`config.mk`:
```
export PLATFORM = sky130hd
export DESIGN_NAME = ftl_top
export DESIGN_NICKNAME = d
export VERILOG_FILES = /design/src/ftl_fifo.v /design/src/ftl_top.v
export VERILOG_INCLUDE_DIRS = /design/src
export SDC_FILE = /design/constraint.sdc
export NUM_CORES = 1
export LEC_CHECK = 0
export ABC_AREA = 1
export BUFFER_PORTS_ARGS = -buffer_cell sky130_fd_sc_hd__buf_4
export CAP_MARGIN = 5
export CORE_UTILIZATION = 59
export DETAILED_ROUTE_END_ITERATION = 8
export GPL_ROUTABILITY_DRIVEN = 0
export PLACE_DENSITY = 0.77
export SYNTH_ARGS = -nofsm -noshare
export SYNTH_HDL_FRONTEND = slang
export SYNTH_SLANG_ARGS = --single-unit
```
`constraint.sdc`:
```
create_clock -name clk_i -period 6.3 [get_ports clk_i]
set_input_delay 0.63 -clock clk_i [delete_from_list [all_inputs] [get_ports clk_i]]
set_output_delay 0.63 -clock clk_i [all_outputs]
set_load 0.05 [all_outputs]
```
`src/ftl_regs.vh`:
```
// Register offsets, field positions, reset values and thresholds for the FIFO status, test and length register block
`ifndef FTL_REGS_VH
`define FTL_REGS_VH
`define FTL_ADDR_TEST_CONTROL_TWO 5'h1b
`define FTL_ADDR_FIFO_FILL_STATUS 5'h1c
`define FTL_ADDR_TX_LENGTH_UPPER 5'h1d
`define FTL_ADDR_TX_LENGTH_LOWER 5'h1e
`define FTL_RESET_TEST 8'h00
`define FTL_RESET_TXLEN 8'h00
`define FTL_TEST_RF_AMPLITUDE_CHECK 7
`define FTL_TEST_IO_CHECK_SEL_HI 3
`define FTL_TEST_IO_CHECK_SEL_LO 2
`define FTL_TEST_DEC 1
`define FTL_TEST_CODER_FAST_CLOCK 0
`define FTL_STAT_HIGH 6
`define FTL_STAT_LOW 5
`define FTL_STAT_OVERFLOW 4
`define FTL_LOWER_PARTIAL_FLAG 0
`define FTL_FIFO_DEPTH 32
`define FTL_FIFO_AW 5
`define FTL_FIFO_CW 6
`define FTL_HIGH_LEVEL 6'h09
`define FTL_LOW_LEVEL 6'h03
`endif

```
`src/ftl_fifo.v`:
```
// Parameterised synchronous FIFO with valid/ready on both sides
`timescale 1ns/1ps
`default_nettype none
module ftl_fifo #(
   parameter WIDTH = 8,
   parameter DEPTH = 32,
   parameter AW = 5
) (
   input wire clk_i,
   input wire reset_i,
   input wire [WIDTH-1:0] in_data_i,
   input wire in_valid_i,
   output wire in_ready_o,
   output wire [WIDTH-1:0] out_data_o,
   output wire out_valid_o,
   input wire out_ready_i,
   output wire [AW:0] count_o
);
   reg [WIDTH-1:0] mem [0:DEPTH-1];
   reg [AW-1:0] wr_ptr_reg;
   reg [AW-1:0] rd_ptr_reg;
   reg [AW:0] count_reg;
   wire push;
   wire pop;
   assign in_ready_o = (count_reg != DEPTH[AW:0]);
   assign out_valid_o = (count_reg != {(AW+1){1'b0}});
   assign push = in_valid_i && in_ready_o;
   assign pop = out_valid_o && out_ready_i;
   assign out_data_o = mem[rd_ptr_reg];
   assign count_o = count_reg;
   always @(posedge clk_i) begin
      if (push) begin
         mem[wr_ptr_reg] <= in_data_i;
      end
   end
   always @(posedge clk_i) begin
      if (reset_i) begin
         wr_ptr_reg <= {AW{1'b0}};
         rd_ptr_reg <= {AW{1'b0}};
         count_reg <= {(AW+1){1'b0}};
      end else begin
         if (push) begin
            wr_ptr_reg <= wr_ptr_reg + 1'b1;
         end
         if (pop) begin
            rd_ptr_reg <= rd_ptr_reg + 1'b1;
         end
         if (push && !pop) begin
            count_reg <= count_reg + 1'b1;
         end else if (pop && !push) begin
            count_reg <= count_reg - 1'b1;
         end
      end
   end
endmodule // ftl_fifo
`default_nettype wire

```
`src/ftl_top.v`:
```
// FIFO status, second test register and transmit-length registers
//
// Operation
// Setting decoder test or I/O test bits enters test mode.
// Test mode holds until host stop; stop clears decoder and I/O test bits.
// Second test register resets to zero on power-on or chip enable low.
// Test bit B0 runs coders directly at the fast clock.
// Status B6 asserts in receive once nine bytes are held.
// Status B5 asserts in transmit when only three bytes remain.
// Status B4 flags overflow when host writes into a full FIFO.
// Status B3..B0 report unread bytes minus one.
// Status B7 always reads zero.
// Upper length register holds count bits 11 to 4.
// Lower length bits B7..B4 hold count bits 3 to 0.
// Both length registers reset to zero and clear at transmit end-of-frame.
// Lower length B3..B1 give bits of the final partial byte.
// Partial bit count is used only when the partial flag is set.
// Lower length B0 set means last byte is sent as partial.
// Host programs length before loading data and starting transmission.
`timescale 1ns/1ps
`default_nettype none
`include "ftl_regs.vh"
module ftl_top (
   input wire clk_i,
   input wire reset_i,
   input wire chip_enable_i,
   input wire [4:0] reg_addr_i,
   input wire reg_wr_i,
   input wire reg_rd_i,
   input wire [7:0] reg_wdata_i,
   output reg [7:0] reg_rdata_o,
   input wire host_stop_i,
   input wire rx_active_i,
   input wire tx_active_i,
   input wire tx_eof_i,
   input wire fifo_wr_i,
   input wire [7:0] fifo_wdata_i,
   input wire fifo_rd_i,
   output reg [7:0] fifo_rdata_o,
   output reg fifo_rdata_valid_o,
   output reg fifo_wr_ready_o,
   output reg test_mode_o,
   output reg coder_fast_clock_o,
   output reg io_check_sel_hi_o,
   output reg io_check_sel_lo_o,
   output reg rf_amplitude_check_o,
   output reg decoder_test_o,
   output reg [11:0] tx_byte_count_o,
   output reg [2:0] tx_partial_bits_o,
   output reg tx_partial_o
);
   reg ce_meta_reg;
   reg ce_sync_reg;
   reg stop_meta_reg;
   reg stop_sync_reg;
   reg stop_prev_reg;
   reg [7:0] test_control_two_reg;
   reg [7:0] tx_length_upper_reg;
   reg [7:0] tx_length_lower_reg;
   reg overflow_reg;
   reg [7:0] rdata_next;
   wire clear_all;
   wire stop_edge;
   wire fifo_in_ready;
   wire fifo_out_valid;
   wire [7:0] fifo_out_data;
   wire [`FTL_FIFO_CW-1:0] fifo_count;
   wire [7:0] status_value;
   wire [3:0] unread_nibble;
   wire fill_high;
   wire fill_low;
   wire wr_hit_test;
   wire wr_hit_upper;
   wire wr_hit_lower;

   function match;
      input [4:0] addr;
      input [4:0] target;
      begin
         match = (addr == target);
      end
   endfunction

   // Chip enable and host stop arrive from pins
   always @(posedge clk_i) begin
      if (reset_i) begin
         ce_meta_reg <= 1'b0;
         ce_sync_reg <= 1'b0;
         stop_meta_reg <= 1'b0;
         stop_sync_reg <= 1'b0;
         stop_prev_reg <= 1'b0;
      end else begin
         ce_meta_reg <= chip_enable_i;
         ce_sync_reg <= ce_meta_reg;
         stop_meta_reg <= host_stop_i;
         stop_sync_reg <= stop_meta_reg;
         stop_prev_reg <= stop_sync_reg;
      end
   end

   assign stop_edge = stop_sync_reg && !stop_prev_reg;
   assign clear_all = reset_i || !ce_sync_reg;
   assign wr_hit_test = reg_wr_i && match(reg_addr_i, `FTL_ADDR_TEST_CONTROL_TWO);
   assign wr_hit_upper = reg_wr_i && match(reg_addr_i, `FTL_ADDR_TX_LENGTH_UPPER);
   assign wr_hit_lower = reg_wr_i && match(reg_addr_i, `FTL_ADDR_TX_LENGTH_LOWER);

   ftl_fifo #(
      .WIDTH(8),
      .DEPTH(`FTL_FIFO_DEPTH),
      .AW(`FTL_FIFO_AW)
   ) u_fifo (
      .clk_i(clk_i),
      .reset_i(clear_all),
      .in_data_i(fifo_wdata_i),
      .in_valid_i(fifo_wr_i),
      .in_ready_o(fifo_in_ready),
      .out_data_o(fifo_out_data),
      .out_valid_o(fifo_out_valid),
      .out_ready_i(fifo_rd_i),
      .count_o(fifo_count)
   );

   // cleared at power-on or chip enable low
   always @(posedge clk_i) begin
      if (clear_all) begin
         test_control_two_reg <= `FTL_RESET_TEST;
      end else if (wr_hit_test) begin
         // writing test bits enters test mode
         test_control_two_reg <= reg_wdata_i;
      end else if (stop_edge) begin
         // stop clears decoder and I/O tests
         test_control_two_reg[`FTL_TEST_DEC] <= 1'b0;
         test_control_two_reg[`FTL_TEST_IO_CHECK_SEL_HI] <= 1'b0;
         test_control_two_reg[`FTL_TEST_IO_CHECK_SEL_LO] <= 1'b0;
      end
   end

   // reset and end-of-frame clear
   always @(posedge clk_i) begin
      if (clear_all) begin
         tx_length_upper_reg <= `FTL_RESET_TXLEN;
         tx_length_lower_reg <= `FTL_RESET_TXLEN;
      end else if (tx_eof_i) begin
         tx_length_upper_reg <= `FTL_RESET_TXLEN;
         tx_length_lower_reg <= `FTL_RESET_TXLEN;
      end else begin
         // upper count bits
         if (wr_hit_upper) begin
            tx_length_upper_reg <= reg_wdata_i;
         end
         // lower count and partial info
         if (wr_hit_lower) begin
            tx_length_lower_reg <= reg_wdata_i;
         end
      end
   end

   // overflow sticky; set wins over read clear
   always @(posedge clk_i) begin
      if (clear_all) begin
         overflow_reg <= 1'b0;
      end else if (fifo_wr_i && !fifo_in_ready) begin
         overflow_reg <= 1'b1;
      end else if (reg_rd_i && match(reg_addr_i, `FTL_ADDR_FIFO_FILL_STATUS)) begin
         overflow_reg <= 1'b0;
      end
   end

   // high level while receiving
   assign fill_high = rx_active_i && (fifo_count >= `FTL_HIGH_LEVEL);
   // low level while transmitting
   assign fill_low = tx_active_i && (fifo_count <= `FTL_LOW_LEVEL);
   // count minus one; empty shows zero
   assign unread_nibble = (fifo_count == 6'h00) ? 4'h0 : fifo_count[3:0] - 4'h1;
   // reserved bit zero
   assign status_value = {1'b0, fill_high, fill_low, overflow_reg, unread_nibble};

   always @* begin
      rdata_next = 8'h00;
      case (reg_addr_i)
         `FTL_ADDR_TEST_CONTROL_TWO: begin
            rdata_next = test_control_two_reg;
         end
         `FTL_ADDR_FIFO_FILL_STATUS: begin
            rdata_next = status_value;
         end
         `FTL_ADDR_TX_LENGTH_UPPER: begin
            rdata_next = tx_length_upper_reg;
         end
         `FTL_ADDR_TX_LENGTH_LOWER: begin
            rdata_next = tx_length_lower_reg;
         end
         default: begin
            rdata_next = 8'h00;
         end
      endcase
   end

   always @(posedge clk_i) begin
      if (reset_i) begin
         reg_rdata_o <= 8'h00;
         fifo_rdata_o <= 8'h00;
         fifo_rdata_valid_o <= 1'b0;
         fifo_wr_ready_o <= 1'b0;
         test_mode_o <= 1'b0;
         coder_fast_clock_o <= 1'b0;
         io_check_sel_hi_o <= 1'b0;
         io_check_sel_lo_o <= 1'b0;
         rf_amplitude_check_o <= 1'b0;
         decoder_test_o <= 1'b0;
         tx_byte_count_o <= 12'h000;
         tx_partial_bits_o <= 3'h0;
         tx_partial_o <= 1'b0;
      end else begin
         reg_rdata_o <= rdata_next;
         fifo_rdata_o <= fifo_out_data;
         fifo_rdata_valid_o <= fifo_out_valid && fifo_rd_i;
         fifo_wr_ready_o <= fifo_in_ready;
         // test mode from decoder or I/O test bits
         test_mode_o <= test_control_two_reg[`FTL_TEST_DEC] ||
            test_control_two_reg[`FTL_TEST_IO_CHECK_SEL_HI] ||
            test_control_two_reg[`FTL_TEST_IO_CHECK_SEL_LO];
         // coder fast clock select
         coder_fast_clock_o <= test_control_two_reg[`FTL_TEST_CODER_FAST_CLOCK];
         io_check_sel_hi_o <= test_control_two_reg[`FTL_TEST_IO_CHECK_SEL_HI];
         io_check_sel_lo_o <= test_control_two_reg[`FTL_TEST_IO_CHECK_SEL_LO];
         rf_amplitude_check_o <= test_control_two_reg[`FTL_TEST_RF_AMPLITUDE_CHECK];
         decoder_test_o <= test_control_two_reg[`FTL_TEST_DEC];
         // complete-byte count
         tx_byte_count_o <= {tx_length_upper_reg, tx_length_lower_reg[7:4]};
         // partial flag
         tx_partial_o <= tx_length_lower_reg[`FTL_LOWER_PARTIAL_FLAG];
         // partial bits only with flag
         tx_partial_bits_o <= tx_length_lower_reg[`FTL_LOWER_PARTIAL_FLAG] ?
            tx_length_lower_reg[3:1] : 3'h0;
      end
   end
endmodule // ftl_top
`default_nettype wire

```
# Word level (Yosys, flattened, before mapping)
# Memory sizes are Yosys's and may differ from the RTL's. A register that Yosys moved wholly into a read port is not among the register bits.
# Index checks and enable logic that the tools add are counted.
# W data, S select, Z words.
dict set report totals {
  register_bits 78
  ramBits 256
  input_bits 32
  elab_cells 76
  n_memories 1
}
dict set report op_classes {
  add_sub_neg 5
  n_lt_le_gt_ge 2
  eq_ne 5
  n_mux 10
  bitwise 1
  n_reduce_logical 27
}
# memory words width rd rd_clocked_by_memory_dff write_ports line
set mem_list {}
lappend mem_list {u_fifo.mem 32 8 1 1 1 ftl_fifo.v:19} ;# reg [WIDTH-1:0] mem [0:DEPTH-1];
# operator n
set op_table {}
lappend op_table {{$pmux W8 S4} 1}
lappend op_table {{$eq A5 B5 Y1 const B} 4}
lappend op_table {{$logic_and A1 B1 Y1} 12}
lappend op_table {{$mux W6} 2}
lappend op_table {{$add A5 B1 Y5 const B} 2}
lappend op_table {{$add A6 B1 Y6 const B} 1}
lappend op_table {{$ge A6 B4 Y1 const B} 1}
lappend op_table {{$le A6 B2 Y1 const B} 1}
lappend op_table {{$logic_not A6 Y1} 1}
lappend op_table {{$mux W3} 2}
lappend op_table {{$ne A6 B6 Y1 const B} 1}
lappend op_table {{$reduce_bool A2 Y1} 3}
lappend op_table {{$reduce_bool A6 Y1} 1}
lappend op_table {{$sub A6 B1 Y6 const B} 1}
lappend op_table {{$logic_not A1 Y1} 5}
lappend op_table {{$mux W1} 4}
lappend op_table {{$mux W4} 1}
lappend op_table {{$reduce_or A2 Y1} 2}
lappend op_table {{$sub A4 B1 Y4 const B} 1}
lappend op_table {{$logic_or A1 B1 Y1} 3}
lappend op_table {{$not A1 Y1} 1}

# Depth between registers and ports, before layout
# Gate-level depths: netlist (run 1).
dict set report depth {
  ltp_word 6
  ltp_mapped 17
  mapped_depth_nobuf 16
}

# By module
# A second synthesis (run 1) with hierarchy kept.
dict set report unflattened {
  hier_cells 1379
  area_unflattened_um2 14301.2
}
# mod instances cells_per_inst area_each_um2
set modules_own_cells {}
lappend modules_own_cells {ftl_fifo 1 1052 11730.0}
lappend modules_own_cells {ftl_top 1 327 2571.2}

# Least setup slack after synthesis (run 1)
# OpenSTA, ideal clock, no wires.
dict set report synth_path {
  path_type {register to register}
  start {register u_fifo.count_reg[0] (netlist: u_fifo.count_o[0])}
  end {register u_fifo.count_reg[5] (netlist: u_fifo.count_o[5])}
  setup_time_ns 0.132
  arrival_time_ns 2.323
  required_ns 6.168
  slack_ns 3.844
  path_stages_with_launch 17
  synth_period_minus_slack_ns 2.456
  cell_sequence {dfxtp_1 -> inv_1 -> ha_1 -> nand2_1 -> o21ai_2 -> buf_4 -> inv_1 -> ha_1 -> inv_1 -> ha_1 -> or2_2 -> nand3b_1 -> nand2_1 -> nand2_1 -> nand2_1 -> nand2_1 -> a21oi_1}
}
dict set report synth_between {
  elab_chain_cells 5
  word_cells_on_any_way 13
  cone_classes {add/sub (2); eq/ne (1); mux (2); reduce/logical (8)}
}
# element line
set synth_lines {}
lappend synth_lines {{start: declaration} ftl_fifo.v:22} ;# reg [AW:0] count_reg;
lappend synth_lines {{start signal: assignment} ftl_fifo.v:40} ;# count_reg <= {(AW+1){1'b0}};
lappend synth_lines {{start signal: assignment} ftl_fifo.v:49} ;# count_reg <= count_reg + 1'b1;
lappend synth_lines {{start signal: assignment} ftl_fifo.v:51} ;# count_reg <= count_reg - 1'b1;
lappend synth_lines {{$ne A6 B6 Y1 (*)} ftl_fifo.v:25} ;# assign in_ready_o = (count_reg != DEPTH[AW:0]);
lappend synth_lines {{$logic_and A1 B1 Y1 (*)} ftl_fifo.v:27} ;# assign push = in_valid_i && in_ready_o;
lappend synth_lines {{via u_fifo.push} ftl_fifo.v:23} ;# wire push;
lappend synth_lines {{$logic_not A1 Y1} ftl_fifo.v:50} ;# end else if (pop && !push) begin
lappend synth_lines {{$logic_and A1 B1 Y1} ftl_fifo.v:50}
lappend synth_lines {{$reduce_bool A2 Y1 (no source line)} -}
# Mark *: on every way through the listed nets, which the timed path passes. The rest lies on a longest branch. The select of a mux whose other input is x is not followed.
# A chain may end at the register's enable or synchronous reset.

==> impl_metrics.yaml, run 1 <==
outcome:
  status: "finished clean"
clock_network:
  holdBufCountCts: 0
  clk_latency_ns: 0.51
  cts.repair_timing.setup_buffer_count: 0
  postCtsResizedCells: 0
  cts_max_path_buffers: 3
  tritoncts.num_buffers: 35
  numClockSinks: 342
  cts_tree: "done"
  clk_pin_slew_worst_paths_ns: 0.06
  ctsHtreeMaxLevel: 2
  cts.root.buffer_cell: "sky130_fd_sc_hd__clkbuf_16"
worst_setup_path:
  critPathArrivalTime_ns: 3.53
  cp-start-kind: "flip-flop"
  worstPathMaxFanout: 19
  worstSetupEndpointType: "flip-flop"
  worst_path_largest_cell_delay_ns: 0.93
  worst_ep_required_time_ns: 6.70
  critPathTopFamily: "buffers and inverters"
  cpMaxStageDelayCell: "sky130_fd_sc_hd__dfxtp_1"
  critical-path-top-cell-by-count: "sky130_fd_sc_hd__nor2_1"
  criticalPathCategory: "reg2reg"
  worstPathCellList: "clkinv_1, nand2_2, inv_1, nand2_1, nand3_1, nor2_1, nor2_1"
  timing.critical_path.buf_inv: 2
sta:
  slew_violations: 0
  postLayoutSetupSlackWorst_ns: 3.18
  timing.final.setup_violations: 0
  finalHoldWorstSlack_ns: 0.334
  timing.setup.tns_ns: 0
  min_period_over_period_pct: 49.6
  rsz_0062_raised_after_global_routing: "no"
  finalHoldViolations: 0
  finalClockSkew_ns: 0.0144
  worst-slew-pin-transition_ns: 1.20
  achievable-frequency_mhz: 320
  relSlewSlack_pct: 19.3
  finalWorstPathRequiredPeriod_ns: 3.12
power:
  power.total_mw: 4.54
  power_leakage_nw: 6.25
  power-per-cell-area_nw_per_um2: 286
  worst_ir_drop_vdd_mv: 0.196
route:
  drt_iter0_markers: 1073
  post-route-drc-count: 0
  route.antenna.remaining_nets: 0
  avgRoutedWirePerCell_um: 18.6
  drt-total-wl_mm: 33.2
  drt-pass1-iter-count: 5
  vias: 9977
  drt-vias-per-instance: 5.58
yosys:
  syn_area_per_cell_um2: 10.1
  post-synth-top-area-fraction_pct: 54.5
  synth.top_cells.by_count: "364 x sky130_fd_sc_hd__nand2_1, 256 x sky130_fd_sc_hd__edfxtp_1, 178 x sky130_fd_sc_hd__nor2_1"
  ys_types: 37
  syn_area_um2: 14100
  ys_async_sr_fraction_pct: 0
  synth_ff_type: "sky130_fd_sc_hd__edfxtp_1"
  synth_warnings: 0
  sequential_area_share_after_synthesis_pct: 66.7
  synth-edff-count: 256
  synth_largest_area_cell: "sky130_fd_sc_hd__edfxtp_1"
  synth.most_common_cell: "sky130_fd_sc_hd__nand2_1"
  syn_inst: 1391
  mappedNetlistNets: 1437
  synth.top_cells.by_area: "sky130_fd_sc_hd__edfxtp_1 55%, sky130_fd_sc_hd__dfxtp_1 12%, sky130_fd_sc_hd__nand2_1 9.7%"
  synth.ff_latch_count: 342
cells_and_area:
  layout.nets: 1491
  registers.top_by_ff_count: "u_fifo.mem"
  area_growth_pct: 12.4
  drive_above_1_share_pct: 10.3
  final.fill_count: 1715
  reg.largest.list: "u_fifo.mem x256, tx_byte_count_o x12"
  largest_reg_flops: 256
  final_cell_count_no_fill: 1787
  num_antenna_cells: 0
placement:
  placed_cells: 1727
  dp_hpwl_mm: 20.4
  place_ws_ns: 3.27
  placement.io_buffers: 71
global_route:
  grt_overflow_total: 0
  global_route.usage.total_pct: 28.1
  grt_first_pass_wirelength_mm: 51.9
  first_global_vias: 9654
  grt_start_max_net_pins: 84
  grt_antenna_before_repair: 0
min_path:
  timing.hold.worst.class: "in2reg"
die:
  floorplan.initialDensity_pct: 60.1
  die_height_um: 157
  rows: 56
  die-width_um: 157
  design.die.area_um2: 24500
  core_region_area_um2: 23500
  floorplan.io_pins: 72
job:
  max-cap-violations: 0
worst register-to-register path: stages (launching register included):
cell	delay [ns]
sky130_fd_sc_hd__dfxtp_1	0.93
sky130_fd_sc_hd__clkinv_1	0.85
sky130_fd_sc_hd__nand2_2	0.47
sky130_fd_sc_hd__inv_1	0.22
sky130_fd_sc_hd__nand2_1	0.11
sky130_fd_sc_hd__nand3_1	0.18
sky130_fd_sc_hd__nor2_1	0.21
sky130_fd_sc_hd__nor2_1	0.06
metal layers:
layer / share of wire, % / wire [um] / global-route usage, %
met4: 4.0 / 1330 / 14.1
met5: 0 / 0 / 0
met3: 8.0 / 2650 / 4.26
met1: 40 / 13400 / 36.6
met2: 48 / 15800 / 46.2
metrics by stage:
step / cell area [um2] / util, %
after floorplan: 14100 / -
final: 15900 / 67.5
after global placement: 14800 / 62.9
after global routing: 15900 / 67.5
after CTS: 15900 / 67.5
after detailed placement: 14800 / 62.9
power by group:
part / leakage, nW / switching (mW) / internal, mW
registers: 3.00 / 0.00768 / 2.43
clock network: 0.537 / 0.827 / 1.14
logic: 2.71 / 0.0983 / 0.0371
total: 6.25 / 0.933 / 3.61
layout make-up:
type	instances	area, um2	area share (%)
Sequential cell	342	9410	59.4
Multi-Input combinational cell	840	3810	24.1
Clock buffer	48	987	6.23
Timing Repair Buffer	76	571	3.60
Inverter	150	569	3.59
Tap cell	319	399	2.52
Clock inverter	12	97.6	0.616
cell families after synthesis:
| family | Yosys count | synth area share, % |
|---|---|---|
| adders and majority gates | 14 | 1.30 |
| buffers and inverters | 209 | 6.25 |
| AOI/OAI and AO/OA | 120 | 5.12 |
| xor gates and xnor gates | 6 | 0.373 |
| and+or+nand+nor | 700 | 20.2 |
| DFF | 342 | 66.7 |
placed cells by master (no fill, tap or decap), types with 5 or more instances in the layout:
cell type,count
sky130_fd_sc_hd__a211oi_2,10
sky130_fd_sc_hd__clkbuf_16,37
sky130_fd_sc_hd__o22ai_1,8
sky130_fd_sc_hd__clkinv_2,9
sky130_fd_sc_hd__a211oi_1,10
sky130_fd_sc_hd__dfxtp_1,84
sky130_fd_sc_hd__inv_1,143
sky130_fd_sc_hd__edfxtp_1,256
sky130_fd_sc_hd__nand3_1,140
sky130_fd_sc_hd__a21oi_1,31
sky130_fd_sc_hd__ha_1,13
sky130_fd_sc_hd__nand2_1,364
sky130_fd_sc_hd__o21ai_0,53
sky130_fd_sc_hd__buf_4,76
sky130_fd_sc_hd__nor2_1,178
sky130_fd_sc_hd__nor3_1,5
sky130_fd_sc_hd__clkbuf_1,9
final timing paths:
path,startpoint,endpoint,slack (ns),cells past startpoint
max reg2reg,u_fifo.rd_ptr_reg[2],fifo_rdata_o[0],3.18,7
min reg2reg,stop_meta_reg,stop_sync_reg,0.41,2
max,u_fifo.rd_ptr_reg[2],fifo_rdata_o[0],3.18,7
min,chip_enable_i,ce_meta_reg,0.33,3
Note: power is estimated with default switching activity, not from simulation.
==> inputs of run 2 (changes only) <==
- CORE_UTILIZATION: 59 -> 55
- PLACE_DENSITY: 0.77 -> 0.76
- clock period: 6.3 -> 2.6 ns (I/O delays scaled with it)
==> impl_metrics.yaml, run 2 (synthesized netlist as in run 1, its figures left out) <==
cells_and_area:
  registers.top_by_ff_count: "u_fifo.mem"
  final_cell_mix: "364 x sky130_fd_sc_hd__nand2_1, 256 x sky130_fd_sc_hd__edfxtp_1, 178 x sky130_fd_sc_hd__nor2_1, 140 x sky130_fd_sc_hd__inv_1, 140 x sky130_fd_sc_hd__nand3_1"
  reg.largest.list: "u_fifo.mem x256, tx_byte_count_o x12"
  layout.nets: 1533
  final_cell_area_um2: 16300
  largest_reg_flops: 256
  area_growth_pct: 15.9
  drive_above_1_share_pct: 12.9
  num_antenna_cells: 0
  layout.cells.most_common: "sky130_fd_sc_hd__nand2_1"
clock_network:
  cts_tree: "done"
  numClockSinks: 342
  cts_max_path_buffers: 3
  cts.root.buffer_cell: "sky130_fd_sc_hd__clkbuf_16"
  ctsHtreeMaxLevel: 2
  clk_latency_ns: 0.53
  cts.repair_timing.setup_buffer_count: 0
  tritoncts.num_buffers: 36
  clk_pin_slew_worst_paths_ns: 0.07
route:
  drt-pass1-iter-count: 5
  avgRoutedWirePerCell_um: 17.8
  route.antenna.remaining_nets: 0
  wirelength_met1_mm: 13.4
  met2WireLength_mm: 15.6
  drt-vias-per-instance: 5.42
  post-route-drc-count: 0
  drt_iter0_markers: 981
  vias: 10000
  routed.top_layer: "met4"
  drt-total-wl_mm: 32.8
  dr_wl_met3_mm: 2.70
sta:
  slew_violations: 0
  relSlewSlack_pct: 42.4
  finalWorstPathRequiredPeriod_ns: 2.44
  achievable-frequency_mhz: 409
  rsz_0062_raised_after_global_routing: "no"
  finalClockSkew_ns: 0.0233
  timing.setup.tns_ns: 0
  min_period_over_period_pct: 94.0
  timing.final.setup_violations: 0
  worst-slew-pin-transition_ns: 0.863
  finalHoldViolations: 0
worst_setup_path:
  criticalPathCategory: "reg2reg"
  cpMaxStageDelayCell: "sky130_fd_sc_hd__dfxtp_1"
  worst_path_largest_cell_delay_ns: 0.38
  reg2reg_depth: 14
  worstPathMaxFanout: 5
  setup.worst_path.end: "u_fifo.count_o[3]"
  worstSetupEndpointType: "flip-flop"
  worst_ep_required_time_ns: 3.00
  worstReg2RegStart: "u_fifo.count_o[0]"
  critPathArrivalTime_ns: 2.84
  ff2ff_setup_slack_ns: 0.16
  cp-start-kind: "flip-flop"
  crit-reg2reg-capture: "u_fifo.count_o[3]"
  worstPathCellList: "inv_1, ha_1, nand2_1, o21ai_2, inv_2, ha_2, inv_2, ha_1, or2_2, nand2_1, or2_2, nand3_1, o211ai_1, inv_1"
  timing.critical_path.from: "u_fifo.count_o[0]"
global_route:
  grt_antenna_before_repair: 0
  first_global_vias: 9855
  grt_overflow_total: 0
  grt_start_max_net_pins: 95
  global_route.usage.total_pct: 25.8
  grt_first_pass_wirelength_mm: 52.1
power:
  worst_ir_drop_vdd_mv: 0.491
  power_leakage_nw: 6.53
  seq_power_share_pct: 51.5
  clock_network_fraction_of_total_power_pct: 45.3
  share_comb_of_total_power_pct: 3.2
  p_switching_mw: 2.34
  power-per-cell-area_nw_per_um2: 699
  cellInternalPower_mw: 9.09
  sw_ratio_pct: 20.5
  power.total_mw: 11.4
placement:
  placement.io_buffers: 71
  dp_hpwl_mm: 20.0
  placed_cell_area_um2: 15100
min_path:
  timing.hold.worst.class: "in2reg"
  hold_path_startpoint: "fifo_wr_i"
die:
  rows: 58
  die-width_um: 162
  floorplan.initialDensity_pct: 56.0
  die_height_um: 162
  design.die.area_um2: 26300
  core_region_area_um2: 25200
  floorplan.io_pins: 72
outcome:
  status: "finished clean"
job:
  max-cap-violations: 0
-- run 2: cell count changes in the layout (fill, tap and decap cells not counted), moves of 2 or more --
cell | before | now
sky130_fd_sc_hd__bufinv_16 | 1 | 3
sky130_fd_sc_hd__clkbuf_8 | 2 | 4
sky130_fd_sc_hd__buf_12 | 0 | 3
sky130_fd_sc_hd__inv_1 | 143 | 140
sky130_fd_sc_hd__buf_4 | 76 | 110
sky130_fd_sc_hd__clkinvlp_4 | 1 | 3
sky130_fd_sc_hd__inv_2 | 1 | 4
sky130_fd_sc_hd__inv_6 | 1 | 3
sky130_fd_sc_hd__dlygate4sd3_1 | 0 | 4
sky130_fd_sc_hd__clkinv_2 | 9 | 6
-- run 2: cell type report --
cell class / instances / area, um2
Inverter: 150 / 569
Tap cell: 330 / 413
Fill cell: 1891 / 8840
Multi-Input combinational cell: 840 / 3810
Clock buffer: 50 / 1040
Clock inverter: 15 / 170
Timing Repair Buffer: 117 / 926
Sequential cell: 342 / 9410
-- run 2: power groups by stage --
stage                     clock network, mW  logic (mW)  registers [mW]
final                                  5.18       0.362            5.89
after global placement                    0       0.342            6.01
after floorplan                           0       0.131            6.04
after global routing                   5.46       0.387            5.89
after detailed placement                  0       0.350            6.01
after CTS                              5.24       0.356            5.89
-- run 2: what timing repair did --
item / 4_1_cts / 5_1_grt
endpoints found under the hold margin: 4 / 0
hold buffers: 4 / 0
gates resized for setup: 0 / 4
endpoints found under the setup margin: 0 / 3
-- run 2: stage by stage --
step | util [%] | setup slack (ns) | std cells | hold slack [ns]
3_5_place_dp | 59.9 | 0.0623 | 1775 | 0.400
2_1_floorplan | - | 0.144 | 1391 | 0.359
6_report | 64.9 | 0.156 | 1844 | 0.0228
3_3_place_gp | 59.9 | 0.180 | 1775 | 0.393
5_1_grt | 64.9 | 0.00945 | 1844 | 0.0247
4_1_cts | 64.9 | 0.0465 | 1844 | 0.00739
-- run 2: worst min path at each step --
stage                                  end  slack [ns]  cells after the start
after floorplan           u_fifo.mem[0][0]        0.36                      0
after global placement         ce_sync_reg        0.39                      2
after detailed placement       ce_sync_reg        0.40                      2
after CTS                     overflow_reg       0.007                      3
after global routing          overflow_reg        0.02                      3
final                         overflow_reg        0.02                      3
-- run 2: critical path: cells and delay by family, from the launching register on --
kind,cells,cell delay (ns)
AOI/OAI and AO/OA,2,0.18
adders and majority gates,3,0.76
buffers and inverters,4,0.29
DFF,1,0.38
and+or+nand+nor,5,0.73
-- run 2: per-layer routing --
metal | global-route usage (%) | vias to the layer above
li1 | - | 4786
met1 | 34.3 | 4654
met2 | 42.4 | 472
met3 | 4.39 | 91
met4 | 9.95 | 0
met5 | 0 | -
==> inputs of run 3 (changes only) <==
- CORE_ASPECT_RATIO: not set -> 1.4
- REMOVE_ABC_BUFFERS: not set -> 1
- clock period: 2.6 -> 2.05 ns (I/O delays scaled with it)
==> impl_metrics.yaml, run 3 (synthesized netlist as in run 1, its figures left out) <==
worst_setup_path:
  worstPathCellList: "inv_2, ha_4, nand2_4, o21ai_4, inv_2, ha_4, inv_6, ha_4, or2_4, nand2_2, or2_2, nand3_2, o211ai_1, inv_1"
  worstSetupEndpointType: "flip-flop"
  cpMaxStageDelayCell: "sky130_fd_sc_hd__dfxtp_2"
  critPathArrivalTime_ns: 2.48
  criticalPathCategory: "reg2reg"
  timing.critical_path.buf_inv: 4
  critical-path-top-cell-by-count: "sky130_fd_sc_hd__ha_4"
  crit-reg2reg-capture: "u_fifo.count_o[3]"
  worstPathMaxFanout: 4
  ff2ff_setup_slack_ns: -0.02
  worst_ep_required_time_ns: 2.46
  worstReg2RegStart: "u_fifo.count_o[1]"
  critical_path_cell_count: 14
  reg2reg_depth: 14
  critPathTopFamily: "adder cells"
  worst_path_largest_cell_delay_ns: 0.33
  cp-start-kind: "flip-flop"
cells_and_area:
  area_growth_pct: 19.0
  layout.nets: 1572
  num_antenna_cells: 0
  final_util_pct: 66.3
  final_cell_mix: "358 x sky130_fd_sc_hd__nand2_1, 256 x sky130_fd_sc_hd__edfxtp_1, 175 x sky130_fd_sc_hd__nor2_1, 144 x sky130_fd_sc_hd__buf_4"
  drive_above_1_share_pct: 16.6
  final.fill_count: 1856
  reg.largest.list: "u_fifo.mem x256, tx_byte_count_o x12"
  layout.cells.most_common: "sky130_fd_sc_hd__nand2_1"
  final_cell_count_no_fill: 1871
  registers.top_by_ff_count: "u_fifo.mem"
  largest_reg_flops: 256
  final_cell_area_um2: 16800
route:
  route.antenna.remaining_nets: 0
  vias: 10300
  drt-vias-per-instance: 5.50
  drt-pass1-iter-count: 5
  avgRoutedWirePerCell_um: 18.8
  post-route-drc-count: 0
  drt-total-wl_mm: 35.2
  drt_iter0_markers: 848
sta:
  finalHoldWorstSlack_ns: 0.0124
  timing.setup.tns_ns: -0.0225
  achievable-frequency_mhz: 484
  rsz_0062_raised_after_global_routing: "yes"
  finalWorstPathRequiredPeriod_ns: 2.07
  relSlewSlack_pct: 45.0
  min_period_over_period_pct: 101
  finalHoldViolations: 0
  timing.final.setup_violations: 2
  worst-slew-pin-transition_ns: 0.825
  finalClockSkew_ns: 0.0262
  slew_violations: 0
  postLayoutSetupSlackWorst_ns: -0.0172
clock_network:
  numClockSinks: 342
  cts.root.buffer_cell: "sky130_fd_sc_hd__clkbuf_16"
  tritoncts.num_buffers: 34
  clk_pin_slew_worst_paths_ns: 0.07
  cts_tree: "done"
  cts_max_path_buffers: 3
  ctsHtreeMaxLevel: 2
  clk_latency_ns: 0.53
outcome:
  violations_in_the_final_reports: "negative setup slack"
  status: "complete, but fails checks"
die:
  core_region_area_um2: 25300
  die_height_um: 191
  die-width_um: 137
  floorplan.io_pins: 72
  rows: 69
  design.die.area_um2: 26300
  floorplan.initialDensity_pct: 55.7
placement:
  placed_cell_area_um2: 15300
  dp_hpwl_mm: 21.8
  placement.io_buffers: 71
  place_ws_ns: -0.192
  placed_cells: 1788
power:
  worst_ir_drop_vdd_mv: 0.647
  share_comb_of_total_power_pct: 3.9
  p_switching_mw: 2.96
  cellInternalPower_mw: 11.3
  power.total_mw: 14.3
  seq_power_share_pct: 52.4
  power_leakage_nw: 6.73
  clock_network_fraction_of_total_power_pct: 43.7
  power-per-cell-area_nw_per_um2: 851
  sw_ratio_pct: 20.8
min_path:
  timing.hold.worst.class: "in2reg"
  hold_path_depth: 3
  whs_endpoint: "tx_length_upper_reg[7]"
  hold_path_startpoint: "reg_wdata_i[7]"
global_route:
  grt_start_max_net_pins: 92
  grt_overflow_total: 0
  first_global_vias: 10500
  grt_first_pass_wirelength_mm: 54.1
  grt_antenna_before_repair: 0
  global_route.usage.total_pct: 27.9
job:
  max-cap-violations: 0
run 3: cell types whose count changed in the layout (fill, tap and decap cells not counted), sizes merged:
cell         delta
dlygate4sd3     +5
clkinv          +2
inv             -2
clkinvlp        +1
clkbuf          -2
bufinv          -2
buf            +36
run 3: worst max path at each step:
stage	start	end	slack, ns
5_1_grt	u_fifo.count_o[4]	u_fifo.count_o[3]	-0.09
6_report	u_fifo.count_o[1]	u_fifo.count_o[3]	-0.02
3_3_place_gp	u_fifo.count_o[0]	u_fifo.count_o[5]	-0.11
3_5_place_dp	u_fifo.count_o[0]	u_fifo.count_o[4]	-0.19
4_1_cts	u_fifo.count_o[1]	u_fifo.count_o[5]	0.006
2_1_floorplan	u_fifo.rd_ptr_reg[0]	fifo_rdata_o[0]	-2.48
run 3: final cells by class:
cell class / count / area, um2 / area share, %
flip-flops and latches: 342 / 9420 / 56.2
multi-input cells: 840 / 3960 / 23.6
repair buffers: 158 / 1270 / 7.58
clock buffers: 48 / 1030 / 6.12
inverters: 150 / 574 / 3.42
well taps: 319 / 399 / 2.38
clock inverters: 14 / 119 / 0.709
run 3: power groups by stage:
stage	logic (mW)	clock network [mW]	registers, mW
after detailed placement	0.475	0	7.62
final	0.563	6.23	7.47
after CTS	0.532	6.29	7.47
after global routing	0.599	6.54	7.47
after floorplan	0.145	0	7.67
after global placement	0.467	0	7.62
run 3: worst reg2reg max path, cell delays in order (launching register included):
cell	delay, ns
sky130_fd_sc_hd__dfxtp_2	0.33
sky130_fd_sc_hd__inv_2	0.08
sky130_fd_sc_hd__ha_4	0.17
sky130_fd_sc_hd__nand2_4	0.07
sky130_fd_sc_hd__o21ai_4	0.15
sky130_fd_sc_hd__inv_2	0.07
sky130_fd_sc_hd__ha_4	0.17
sky130_fd_sc_hd__inv_6	0.07
sky130_fd_sc_hd__ha_4	0.20
sky130_fd_sc_hd__or2_4	0.25
sky130_fd_sc_hd__nand2_2	0.06
sky130_fd_sc_hd__or2_2	0.11
sky130_fd_sc_hd__nand3_2	0.05
sky130_fd_sc_hd__o211ai_1	0.10
sky130_fd_sc_hd__inv_1	0.06
run 3: what timing repair did:
item	CTS	global route
setup endpoints to repair	12	102
setup buffers	10	2
endpoints found under the hold margin	13	0
pin swaps	4	6
hold buffers	9	0
resized for setup	23	21
run 3: metal layers:
layer  global-route usage, %  routed length, um
met5                       0                  0
met4                    18.9               2440
met3                    4.24               2130
met2                    49.9              18300
met1                    30.0              12400
